==> src/logic/tfam_pkg.sv <==
`default_nettype none
package tfam_pkg;
  // typed logical command group and its function bytes
  localparam logic [7:0] TFAM_CMD_TYPED = 8'h0F;
  localparam logic [7:0] TFAM_FN_RD2 = 8'hA1;
  localparam logic [7:0] TFAM_FN_RD3 = 8'hA2;
  localparam logic [7:0] TFAM_FN_WR2 = 8'hA9;
  localparam logic [7:0] TFAM_FN_WR3 = 8'hAA;
  localparam logic [7:0] TFAM_FN_WRM = 8'hAB;
  // mapping defaults
  localparam logic [7:0] TFAM_DEF_FIRST_FILE = 8'h07;
  localparam logic [15:0] TFAM_DEF_FILE_SIZE = 16'h00C8;
  // database bounds and region starts, in words
  localparam logic [13:0] TFAM_DB_LAST = 14'h270F;
  localparam logic [13:0] TFAM_RG_BACKPLANE = 14'h1388;
  localparam logic [13:0] TFAM_RG_PORT_SETUP = 14'h1392;
  localparam logic [13:0] TFAM_RG_RSVD_LOW = 14'h13CE;
  localparam logic [13:0] TFAM_RG_COMMANDS = 14'h1450;
  localparam logic [13:0] TFAM_RG_STATUS = 14'h1DB0;
  localparam logic [13:0] TFAM_RG_CMD_CTRL = 14'h1E78;
  localparam logic [13:0] TFAM_RG_RSVD_HIGH = 14'h1F40;
  // reset values
  localparam logic [15:0] TFAM_WORD_RST = 16'h0000;
  localparam logic [13:0] TFAM_ADDR_RST = 14'h0000;
  localparam logic [7:0] TFAM_BYTE_RST = 8'h00;

  typedef enum logic [2:0] {
    TFAM_REGION_USER = 3'b000,
    TFAM_REGION_BACKPLANE = 3'b001,
    TFAM_REGION_PORT_SETUP = 3'b010,
    TFAM_REGION_RESERVED = 3'b011,
    TFAM_REGION_COMMANDS = 3'b100,
    TFAM_REGION_STATUS = 3'b101,
    TFAM_REGION_CMD_CTRL = 3'b110
  } tfam_region_t;

  typedef enum logic [1:0] {
    TFAM_ERR_NONE = 2'b00,
    TFAM_ERR_CMD = 2'b01,
    TFAM_ERR_BELOW = 2'b10,
    TFAM_ERR_BEYOND = 2'b11
  } tfam_err_t;

  typedef enum logic [2:0] {
    TFAM_ST_IDLE = 3'b000,
    TFAM_ST_RD_ISSUE = 3'b001,
    TFAM_ST_RD_TAKE = 3'b010,
    TFAM_ST_WR = 3'b011,
    TFAM_ST_RESP = 3'b100
  } tfam_state_t;
endpackage : tfam_pkg
`default_nettype wire

==> src/logic/tfam_cmd_decode.sv <==
`default_nettype none
module tfam_cmd_decode
  import tfam_pkg::*;
(
  input wire logic [7:0] cmd_in,
  input wire logic [7:0] fn_in,
  output logic known_out,
  output logic is_write_out,
  output logic is_masked_out,
  output logic three_fields_out
);
  always_comb begin
    known_out = 1'b0;
    is_write_out = 1'b0;
    is_masked_out = 1'b0;
    three_fields_out = 1'b0;
    if (cmd_in == TFAM_CMD_TYPED) begin
      case (fn_in)
        TFAM_FN_RD2: begin
          known_out = 1'b1;
        end
        TFAM_FN_RD3: begin
          known_out = 1'b1;
          three_fields_out = 1'b1;
        end
        TFAM_FN_WR2: begin
          known_out = 1'b1;
          is_write_out = 1'b1;
        end
        TFAM_FN_WR3: begin
          known_out = 1'b1;
          is_write_out = 1'b1;
          three_fields_out = 1'b1;
        end
        TFAM_FN_WRM: begin
          known_out = 1'b1;
          is_write_out = 1'b1;
          is_masked_out = 1'b1;
          three_fields_out = 1'b1;
        end
        default: begin
          known_out = 1'b0;
        end
      endcase
    end
  end
endmodule : tfam_cmd_decode
`default_nettype wire

==> src/logic/tfam_mapper.sv <==
// Notes on behaviour
// command byte 0x0F with function 0xA1/0xA2 reads, 0xA9/0xAA writes, 0xAB masked write.
// each request carries the module-side part first and the remote-node part second.
// each file is a 200-word window overlaying consecutive database words, no own storage.
// the mapping follows the first-file and words-per-file settings, defaults 7 and 200.
// file F element E maps to word (F - first) * size + E.
// every word is classed into user, backplane, port setup, commands, status, control, reserved.
// all regions, configuration and status included, are readable and writable.
// a file below the first file or a word past the end is refused with an error, no access.
`default_nettype none
module tfam_mapper
  import tfam_pkg::*;
(
  input wire logic clk_in,
  input wire logic arst_n_in,
  // settings, held stable while requests run
  input wire logic [7:0] cfg_first_file_in,
  input wire logic [15:0] cfg_file_size_in,
  // request
  input wire logic req_valid_in,
  output logic req_ready_out,
  input wire logic [7:0] req_cmd_in,
  input wire logic [7:0] req_fn_in,
  input wire logic [15:0] req_wdata_in,
  input wire logic [15:0] req_mask_in,
  input wire logic [7:0] req_node_in,
  input wire logic [7:0] req_file_in,
  input wire logic [7:0] req_elem_in,
  // database port, one-cycle read latency
  output logic db_en_out,
  output logic db_we_out,
  output logic [13:0] db_addr_out,
  output logic [15:0] db_wdata_out,
  input wire logic [15:0] db_rdata_in,
  // response
  output logic resp_valid_out,
  output logic resp_error_out,
  output logic [1:0] resp_err_code_out,
  output logic resp_is_write_out,
  output logic [15:0] resp_data_out,
  output logic [13:0] resp_index_out,
  output logic [2:0] resp_region_out,
  output logic [7:0] resp_node_out
);
  function automatic logic [24:0] tfam_word_index(input logic [7:0] file, input logic [7:0] first,
                                                  input logic [7:0] elem, input logic [15:0] size);
    logic [7:0] diff;
    logic [23:0] prod;
    diff = file - first;
    prod = 24'(diff) * 24'(size);
    return 25'(prod) + 25'(elem);
  endfunction : tfam_word_index

  function automatic tfam_region_t tfam_region_of(input logic [13:0] word);
    tfam_region_t rg;
    if (word < TFAM_RG_BACKPLANE) begin
      rg = TFAM_REGION_USER;
    end else if (word < TFAM_RG_PORT_SETUP) begin
      rg = TFAM_REGION_BACKPLANE;
    end else if (word < TFAM_RG_RSVD_LOW) begin
      rg = TFAM_REGION_PORT_SETUP;
    end else if (word < TFAM_RG_COMMANDS) begin
      rg = TFAM_REGION_RESERVED;
    end else if (word < TFAM_RG_STATUS) begin
      rg = TFAM_REGION_COMMANDS;
    end else if (word < TFAM_RG_CMD_CTRL) begin
      rg = TFAM_REGION_STATUS;
    end else if (word < TFAM_RG_RSVD_HIGH) begin
      rg = TFAM_REGION_CMD_CTRL;
    end else begin
      rg = TFAM_REGION_RESERVED;
    end
    return rg;
  endfunction : tfam_region_of

  // reset release through two flops
  logic [1:0] rst_sync_r;
  logic rst_n;
  always_ff @(posedge clk_in or negedge arst_n_in) begin
    if (!arst_n_in) begin
      rst_sync_r <= 2'b00;
    end else begin
      rst_sync_r <= {rst_sync_r[0], 1'b1};
    end
  end
  assign rst_n = rst_sync_r[1];

  logic dec_known;
  logic dec_write;
  logic dec_masked;
  logic dec_three;
  tfam_cmd_decode u_decode (
    .cmd_in(req_cmd_in),
    .fn_in(req_fn_in),
    .known_out(dec_known),
    .is_write_out(dec_write),
    .is_masked_out(dec_masked),
    .three_fields_out(dec_three)
  );

  // three-field forms name a sub-element; on word files it selects nothing more
  logic [24:0] idx_full;
  logic below;
  logic beyond;
  assign idx_full = tfam_word_index(req_file_in, cfg_first_file_in,
                                    req_elem_in, cfg_file_size_in);
  assign below = req_file_in < cfg_first_file_in;
  assign beyond = idx_full > 25'(TFAM_DB_LAST);

  tfam_state_t state_r, state_nxt;
  logic ready_r, ready_nxt;
  logic db_en_r, db_en_nxt;
  logic db_we_r, db_we_nxt;
  logic [13:0] db_addr_r, db_addr_nxt;
  logic [15:0] db_wdata_r, db_wdata_nxt;
  logic [15:0] mask_r, mask_nxt;
  logic masked_r, masked_nxt;
  logic resp_valid_r, resp_valid_nxt;
  logic resp_error_r, resp_error_nxt;
  tfam_err_t resp_code_r, resp_code_nxt;
  logic resp_write_r, resp_write_nxt;
  logic [15:0] resp_data_r, resp_data_nxt;
  logic [13:0] resp_index_r, resp_index_nxt;
  tfam_region_t resp_region_r, resp_region_nxt;
  logic [7:0] resp_node_r, resp_node_nxt;

  always_comb begin
    state_nxt = state_r;
    db_en_nxt = 1'b0;
    db_we_nxt = 1'b0;
    db_addr_nxt = db_addr_r;
    db_wdata_nxt = db_wdata_r;
    mask_nxt = mask_r;
    masked_nxt = masked_r;
    resp_valid_nxt = 1'b0;
    resp_error_nxt = resp_error_r;
    resp_code_nxt = resp_code_r;
    resp_write_nxt = resp_write_r;
    resp_data_nxt = resp_data_r;
    resp_index_nxt = resp_index_r;
    resp_region_nxt = resp_region_r;
    resp_node_nxt = resp_node_r;
    case (state_r)
      TFAM_ST_IDLE: begin
        if (req_valid_in && ready_r) begin
          // module-side result fields first, remote-node echo kept apart
          resp_index_nxt = idx_full[13:0];
          resp_node_nxt = req_node_in;
          resp_write_nxt = dec_write;
          resp_data_nxt = TFAM_WORD_RST;
          resp_region_nxt = tfam_region_of(idx_full[13:0]);
          db_addr_nxt = idx_full[13:0];
          db_wdata_nxt = req_wdata_in;
          mask_nxt = req_mask_in;
          masked_nxt = dec_masked;
          if (!dec_known) begin
            resp_error_nxt = 1'b1;
            resp_code_nxt = TFAM_ERR_CMD;
            state_nxt = TFAM_ST_RESP;
          end else if (below) begin
            resp_error_nxt = 1'b1;
            resp_code_nxt = TFAM_ERR_BELOW;
            state_nxt = TFAM_ST_RESP;
          end else if (beyond) begin
            resp_error_nxt = 1'b1;
            resp_code_nxt = TFAM_ERR_BEYOND;
            state_nxt = TFAM_ST_RESP;
          end else begin
            // no region is write-protected: remote setup and status access by design
            resp_error_nxt = 1'b0;
            resp_code_nxt = TFAM_ERR_NONE;
            db_en_nxt = 1'b1;
            if (dec_write && !dec_masked) begin
              db_we_nxt = 1'b1;
              state_nxt = TFAM_ST_WR;
            end else begin
              state_nxt = TFAM_ST_RD_ISSUE;
            end
          end
        end
      end
      TFAM_ST_RD_ISSUE: begin
        state_nxt = TFAM_ST_RD_TAKE;
      end
      TFAM_ST_RD_TAKE: begin
        resp_data_nxt = db_rdata_in;
        if (masked_r) begin
          // masked write merges against the old word, costing one read first
          db_wdata_nxt = (db_rdata_in & ~mask_r) | (db_wdata_r & mask_r);
          db_en_nxt = 1'b1;
          db_we_nxt = 1'b1;
          state_nxt = TFAM_ST_WR;
        end else begin
          resp_valid_nxt = 1'b1;
          state_nxt = TFAM_ST_RESP;
        end
      end
      TFAM_ST_WR: begin
        resp_data_nxt = db_wdata_r;
        resp_valid_nxt = 1'b1;
        state_nxt = TFAM_ST_RESP;
      end
      TFAM_ST_RESP: begin
        // error path arrives here without a pulse yet
        resp_valid_nxt = !resp_valid_r;
        state_nxt = resp_valid_r ? TFAM_ST_IDLE : TFAM_ST_RESP;
      end
      default: begin
        state_nxt = TFAM_ST_IDLE;
      end
    endcase
    ready_nxt = (state_nxt == TFAM_ST_IDLE);
  end

  always_ff @(posedge clk_in or negedge rst_n) begin
    if (!rst_n) begin
      state_r <= TFAM_ST_IDLE;
      ready_r <= 1'b0;
      db_en_r <= 1'b0;
      db_we_r <= 1'b0;
      db_addr_r <= TFAM_ADDR_RST;
      db_wdata_r <= TFAM_WORD_RST;
      mask_r <= TFAM_WORD_RST;
      masked_r <= 1'b0;
      resp_valid_r <= 1'b0;
      resp_error_r <= 1'b0;
      resp_code_r <= TFAM_ERR_NONE;
      resp_write_r <= 1'b0;
      resp_data_r <= TFAM_WORD_RST;
      resp_index_r <= TFAM_ADDR_RST;
      resp_region_r <= TFAM_REGION_USER;
      resp_node_r <= TFAM_BYTE_RST;
    end else begin
      state_r <= state_nxt;
      ready_r <= ready_nxt;
      db_en_r <= db_en_nxt;
      db_we_r <= db_we_nxt;
      db_addr_r <= db_addr_nxt;
      db_wdata_r <= db_wdata_nxt;
      mask_r <= mask_nxt;
      masked_r <= masked_nxt;
      resp_valid_r <= resp_valid_nxt;
      resp_error_r <= resp_error_nxt;
      resp_code_r <= resp_code_nxt;
      resp_write_r <= resp_write_nxt;
      resp_data_r <= resp_data_nxt;
      resp_index_r <= resp_index_nxt;
      resp_region_r <= resp_region_nxt;
      resp_node_r <= resp_node_nxt;
    end
  end

  assign req_ready_out = ready_r;
  assign db_en_out = db_en_r;
  assign db_we_out = db_we_r;
  assign db_addr_out = db_addr_r;
  assign db_wdata_out = db_wdata_r;
  assign resp_valid_out = resp_valid_r;
  assign resp_error_out = resp_error_r;
  assign resp_err_code_out = resp_code_r;
  assign resp_is_write_out = resp_write_r;
  assign resp_data_out = resp_data_r;
  assign resp_index_out = resp_index_r;
  assign resp_region_out = resp_region_r;
  assign resp_node_out = resp_node_r;
endmodule : tfam_mapper
`default_nettype wire

==> config.mk <==
export PLATFORM = sky130hd
export DESIGN_NAME = tfam_mapper
export DESIGN_NICKNAME = d
export VERILOG_FILES = /design/src/logic/tfam_pkg.sv /design/src/logic/tfam_cmd_decode.sv /design/src/logic/tfam_mapper.sv
export SDC_FILE = /design/constraint.sdc
export NUM_CORES = 1
export LEC_CHECK = 0
export BUFFER_PORTS_ARGS = -buffer_cell sky130_fd_sc_hd__buf_4
export CAP_MARGIN = 10
export CORE_ASPECT_RATIO = 1.1
export CORE_MARGIN = 3
export CORE_UTILIZATION = 55
export DETAILED_ROUTE_END_ITERATION = 12
export HOLD_SLACK_MARGIN = 0.15
export MAX_ROUTING_LAYER = met4
export PLACE_DENSITY_LB_ADDON = 0.12
export SLEW_MARGIN = 20
export SYNTH_ARGS = -nofsm -noshare
export SYNTH_HDL_FRONTEND = slang
export SYNTH_HIERARCHICAL = 1
export SYNTH_SLANG_ARGS = --single-unit
==> constraint.sdc <==
create_clock -name clk_in -period 5.4 [get_ports clk_in]
set_clock_uncertainty 0.2 [all_clocks]
set_input_delay 0.54 -clock clk_in [delete_from_list [all_inputs] [get_ports clk_in]]
set_output_delay 0.54 -clock clk_in [all_outputs]
set_load 0.01 [all_outputs]
==> results.toml, run 1 <==
[detailed_routing]
ant_nets = 0
drc = 0
wl_um = 26500
wl_per_cell_um = 16.1
drt-initial-drc-count = 400
num_vias = 9003
vias_per_cell = 5.46
firstDrtPassIters = 4

[cells_and_area]
n_antenna_cell = 0
fin_area_sq_um = 13300
final_common_cell = "buf_4"
fillers = 1125
syn_to_final_growth_pct = 41.9
most-common-layout-cells = "buf_4 (353), nand2_1 (159), inv_1 (144), fa_1 (88), dfrtp_1 (86)"
nets = 1716
drive_gt1_share_pct = 35.8

[setup_path]
start_kind = "primary input"
worst_path_max_delay_cell = "fa_1"
cp.arrival_ns = 6.62
criticalPathCategory = "in -> reg"
r2r-end = "resp_region_out[0]$_DFFE_PN0P_"
required_ns = 5.45
cp-endpoint = "state_r[0]$_DFF_PN0_"
worstReg2RegStart = "state_r[1]$_DFF_PN0_"
reg2reg_slack_ns = 2.77
end_kind = "flip-flop"
cp_max_fo = 7
r2r_cells = 8
max_stage_delay_ns = 0.56
cp-startpoint = "cfg_first_file_in[1]"
cp_common_cell = "fa_1"

[global_route]
antenna_found_initial = 0
grt_pass1_vias = 8951
gr-usage-all-layers_pct = 28.0
overflow = 0
grt_start_max_net_pins = 74
grt_pass1_wl_um = 41300

[logic_synthesis]
syn_nets = 1385
syn_inst = 1112
mappedNetlistArea_sq_um = 9370
yosys_warnings = 6
synth.avg_cell_area_sq_um = 8.43

[sta]
worst_pin_slew_ns = 0.955
fin_setup_tns_ns = -14.22
slew_viol_final = 0
final-hold-violation-count = 0
maxSlewHeadroom_pct = 36.3
min_period_ns = 6.57
final.setup.worst_slack_ns = -1.17
timing.final.crit_share_pct = 122
finalSetupViolations = 17
grt_setup_unrepaired = "yes"
fmax_mhz = 152

[floorplanning]
pin_count = 194
die_area_sq_um = 18600
start_util_pct = 56.6
rows = 49
dieWidth_um = 130
core_sq_um = 16600
die_h_um = 143

[placed_design]
gp_congestion = 0.912
post-dp-hpwl_um = 20300
dp_slack_ns = -1.70
place_area_sq_um = 12200
io_buffers = 193

[run_status]
status = "complete, but fails checks"
violations = "setup timing"

[clock_network]
clock-sinks = 87
cts_buffers = 9
clock-root-buffer = "clkbuf_16"
clock_path_buffers = 2
htreeDepth = 3
insertion_delay_ns = 0.33
path_clk_slew_ns = 0.05
cts_tree = "built"

[run]
drv_cap = 0

[min_path]
holdCritPathClass = "reg -> reg"
==> worst min path at each step <==
stage                             from                            to  slack [ns]  depth (start not counted)
2_1_floorplan                arst_n_in       rst_sync_r[0]$_DFF_PN0_        0.04                          0
4_1_cts        rst_sync_r[0]$_DFF_PN0_       rst_sync_r[1]$_DFF_PN0_        0.16                          0
3_3_place_gp   rst_sync_r[1]$_DFF_PN0_  resp_node_out[7]$_DFFE_PN0P_       -0.04                          0
3_5_place_dp   rst_sync_r[1]$_DFF_PN0_  resp_node_out[7]$_DFFE_PN0P_       -0.04                          0
6_report       rst_sync_r[0]$_DFF_PN0_       rst_sync_r[1]$_DFF_PN0_        0.16                          0
5_1_grt        rst_sync_r[0]$_DFF_PN0_       rst_sync_r[1]$_DFF_PN0_        0.17                          0
==> area by class of cell <==
class,instances,area (sq um),area share [%]
Clock inverter,4,47.5,0.357
Multi-Input combinational cell,819,7080,53.2
Clock buffer,10,239,1.80
Sequential cell,87,2180,16.4
Timing Repair Buffer,377,2930,22.0
Tap cell,204,255,1.92
Inverter,149,567,4.26
==> per-layer routing <==
layer | track usage [%] | share of wire (%)
met4 | 8.23 | 2.6
met5 | - | 0
met1 | 33.2 | 39
met2 | 50.5 | 52
met3 | 2.69 | 6.0
==> critical path, delay by kind of cell <==
kind            cells  cell delay, ns
simple gates        6            1.34
compound gates      9            1.82
buf+inv             5            0.52
fa+ha+maj           6            2.39
==> through the flow <==
stage	utilization (%)	std cells	hold WS, ns
2_1_floorplan	-	1112	0.0444
3_3_place_gp	74.0	1604	-0.0373
3_5_place_dp	74.0	1604	-0.0371
4_1_cts	78.1	1637	0.164
5_1_grt	80.4	1650	0.170
6_report	80.4	1650	0.161
==> repair_timing <==
| action | 4_1_cts | 5_1_grt |
|---|---|---|
| gates resized for setup | 46 | 67 |
| buffers inserted | 17 | 16 |
| hold endpoints to repair | 14 | 0 |
| hold buffers | 2 | 0 |
| setup endpoints to repair | 18 | 19 |
| pin swaps | 35 | 36 |
| gates cloned | 1 | 0 |
Power of run 1 is left out: the tool's default activity adds up to more than one toggle a clock period on the data nets, which glitch-free logic cannot reach.
==> run 2: changes to the inputs <==
- ABC_AREA: not set -> 1
- MAX_ROUTING_LAYER: met4 -> not set
- SKIP_LAST_GASP: not set -> 1
==> run 2 against run 1 <==
The flow still finishes with violations (setup timing). Routed wire length up 6.0%. Sequential cell count unchanged. Die area up 1.2%. Setup slack better by 0.43 ns. Synthesized area up 1.2%. Critical path type unchanged. Critical endpoint is now req_ready_out$_DFF_PN0_. Largest cell class unchanged.
==> results.toml, run 2 <==
[detailed_routing]
wl_um = 28100
drt-initial-drc-count = 475
num_vias = 9583
wl_per_cell_um = 15.0
firstDrtPassIters = 5
vias_per_cell = 5.12
ant_nets = 0
drc = 0

[clock_network]
cts_buffers = 9
path_clk_slew_ns = 0.06
htreeDepth = 3
clock_path_buffers = 2
cts_tree = "built"
insertion_delay_ns = 0.33
clock-sinks = 87
clock-root-buffer = "clkbuf_16"

[run_status]
violations = "setup timing"
status = "complete, but fails checks"

[placed_design]
gp_congestion = 0.966
io_buffers = 193
post-dp-hpwl_um = 22700

[setup_path]
required_ns = 5.42
cp_max_fo = 4
cp.arrival_ns = 6.16
cp_common_cell = "fa_1"
start_kind = "primary input"
criticalPathCategory = "in -> reg"
max_stage_delay_ns = 0.52
end_kind = "flip-flop"
worst_path_max_delay_cell = "fa_1"

[global_route]
grtUsageMet3_pct = 4.03
gr-usage-all-layers_pct = 30.0
grtUsageMet2_pct = 57.2
top_usage_layer = "met2"
antenna_found_initial = 0
grt_pass1_wl_um = 46100
grt_start_max_net_pins = 73
overflow = 0
grt_use_met1_pct = 34.2
grt_pass1_vias = 9795

[logic_synthesis]
syn_nets = 1613
mappedNetlistArea_sq_um = 9490
syn_inst = 1340
synth.avg_cell_area_sq_um = 7.08
yosys_warnings = 6

[cells_and_area]
n_antenna_cell = 0
most-common-layout-cells = "nand2_1 (382), buf_4 (294), inv_1 (256), nor2_1 (103), fa_1 (89)"
drive_gt1_share_pct = 31.3
nets = 1909
final_common_cell = "nand2_1"
syn_to_final_growth_pct = 38.3
fillers = 1207
fin_util_pct = 79.0

[sta]
slew_viol_final = 0
worst_pin_slew_ns = 0.682
fmax_mhz = 163
grt_setup_unrepaired = "yes"
timing.final.crit_share_pct = 114
maxSlewHeadroom_pct = 54.5
final.setup.worst_slack_ns = -0.743
final-hold-violation-count = 0
min_period_ns = 6.14
finalSetupViolations = 16

[floorplanning]
pin_count = 194
core_sq_um = 16600
rows = 49
start_util_pct = 57.1
die_h_um = 144
dieWidth_um = 131
die_area_sq_um = 18900

[min_path]
holdCritPathClass = "reg -> reg"

[run]
drv_cap = 0
## run 2: cell count changes in the layout (fill, tap and decap cells not counted), moves of 21 or more
cell      change
nand2_1     +223
inv_1       +112
buf_4        -59
nor2_1       +52
and2_1       -42
nand2_2      +36
a21oi_1      -34
nand2b_1     -26
inv_2        +21
## run 2: timing repair
| item | CTS | global route |
|---|---|---|
| setup buffers | 11 | 7 |
| hold endpoints to repair | 32 | 0 |
| pin swaps | 71 | 63 |
| resized for setup | 97 | 66 |
| endpoints found under the setup margin | 18 | 19 |
| hold buffers | 3 | 0 |
## run 2: layout make-up
class,count,area [sq um],share of cell area (%)
flip-flops and latches,87,2180,16.6
inverters,290,1120,8.50
well taps,229,287,2.18
clock inverters,6,68.8,0.524
multi-input cells,930,6740,51.3
repair buffers,318,2500,19.0
clock buffers,10,239,1.82
## run 2: per-stage QoR
stage	cell area, sq um	TNS [ns]	instances	hold slack, ns	worst slack (ns)
4_1_cts	12900	-8.26	1864	0.167	-0.754
5_1_grt	13100	-12.94	1870	0.169	-1.02
3_5_place_dp	12100	-18.28	1836	0.0684	-1.31
3_3_place_gp	12100	-16.16	1836	0.0679	-1.19
6_report	13100	-8.60	1870	0.162	-0.743
2_1_floorplan	9750	-5.25	1340	0.0444	-0.494
## run 2: worst paths after layout
check	start	to	slack (ns)	depth (start not counted)
worst max register to register	state_r[1]$_DFF_PN0_	flip-flop	2.76	8
min in group asynchronous	rst_sync_r[1]$_DFF_PN0_	mask_r[13]$_DFFE_PN0P_	0.27	1
worst min-delay path	rst_sync_r[0]$_DFF_PN0_	rst_sync_r[1]$_DFF_PN0_	0.16	0
worst max-delay path	cfg_first_file_in[2]	req_ready_out$_DFF_PN0_	-0.74	38
max in group asynchronous	rst_sync_r[1]$_DFF_PN0_	resp_is_write_out$_DFFE_PN0P_	4.16	2
worst min register to register	rst_sync_r[0]$_DFF_PN0_	rst_sync_r[1]$_DFF_PN0_	0.16	0
## run 2: worst max-delay path: cells and delay by family
| family | cells | cell delay (ns) |
|---|---|---|
| AO/OA/AOI/OAI | 3 | 0.23 |
| buffers and inverters | 11 | 0.82 |
| adder cells (fa/ha/maj) | 6 | 2.53 |
| AND/OR/NAND/NOR | 18 | 2.02 |
## run 2: routing by layer
metal  vias to the layer above  routed length (um)
li1                       4630                   -
met1                      4536               10700
met3                        75                1580
met2                       342               14800
met5                         -                   0
met4                         0                1030
Power of run 2 is left out for the same reason.
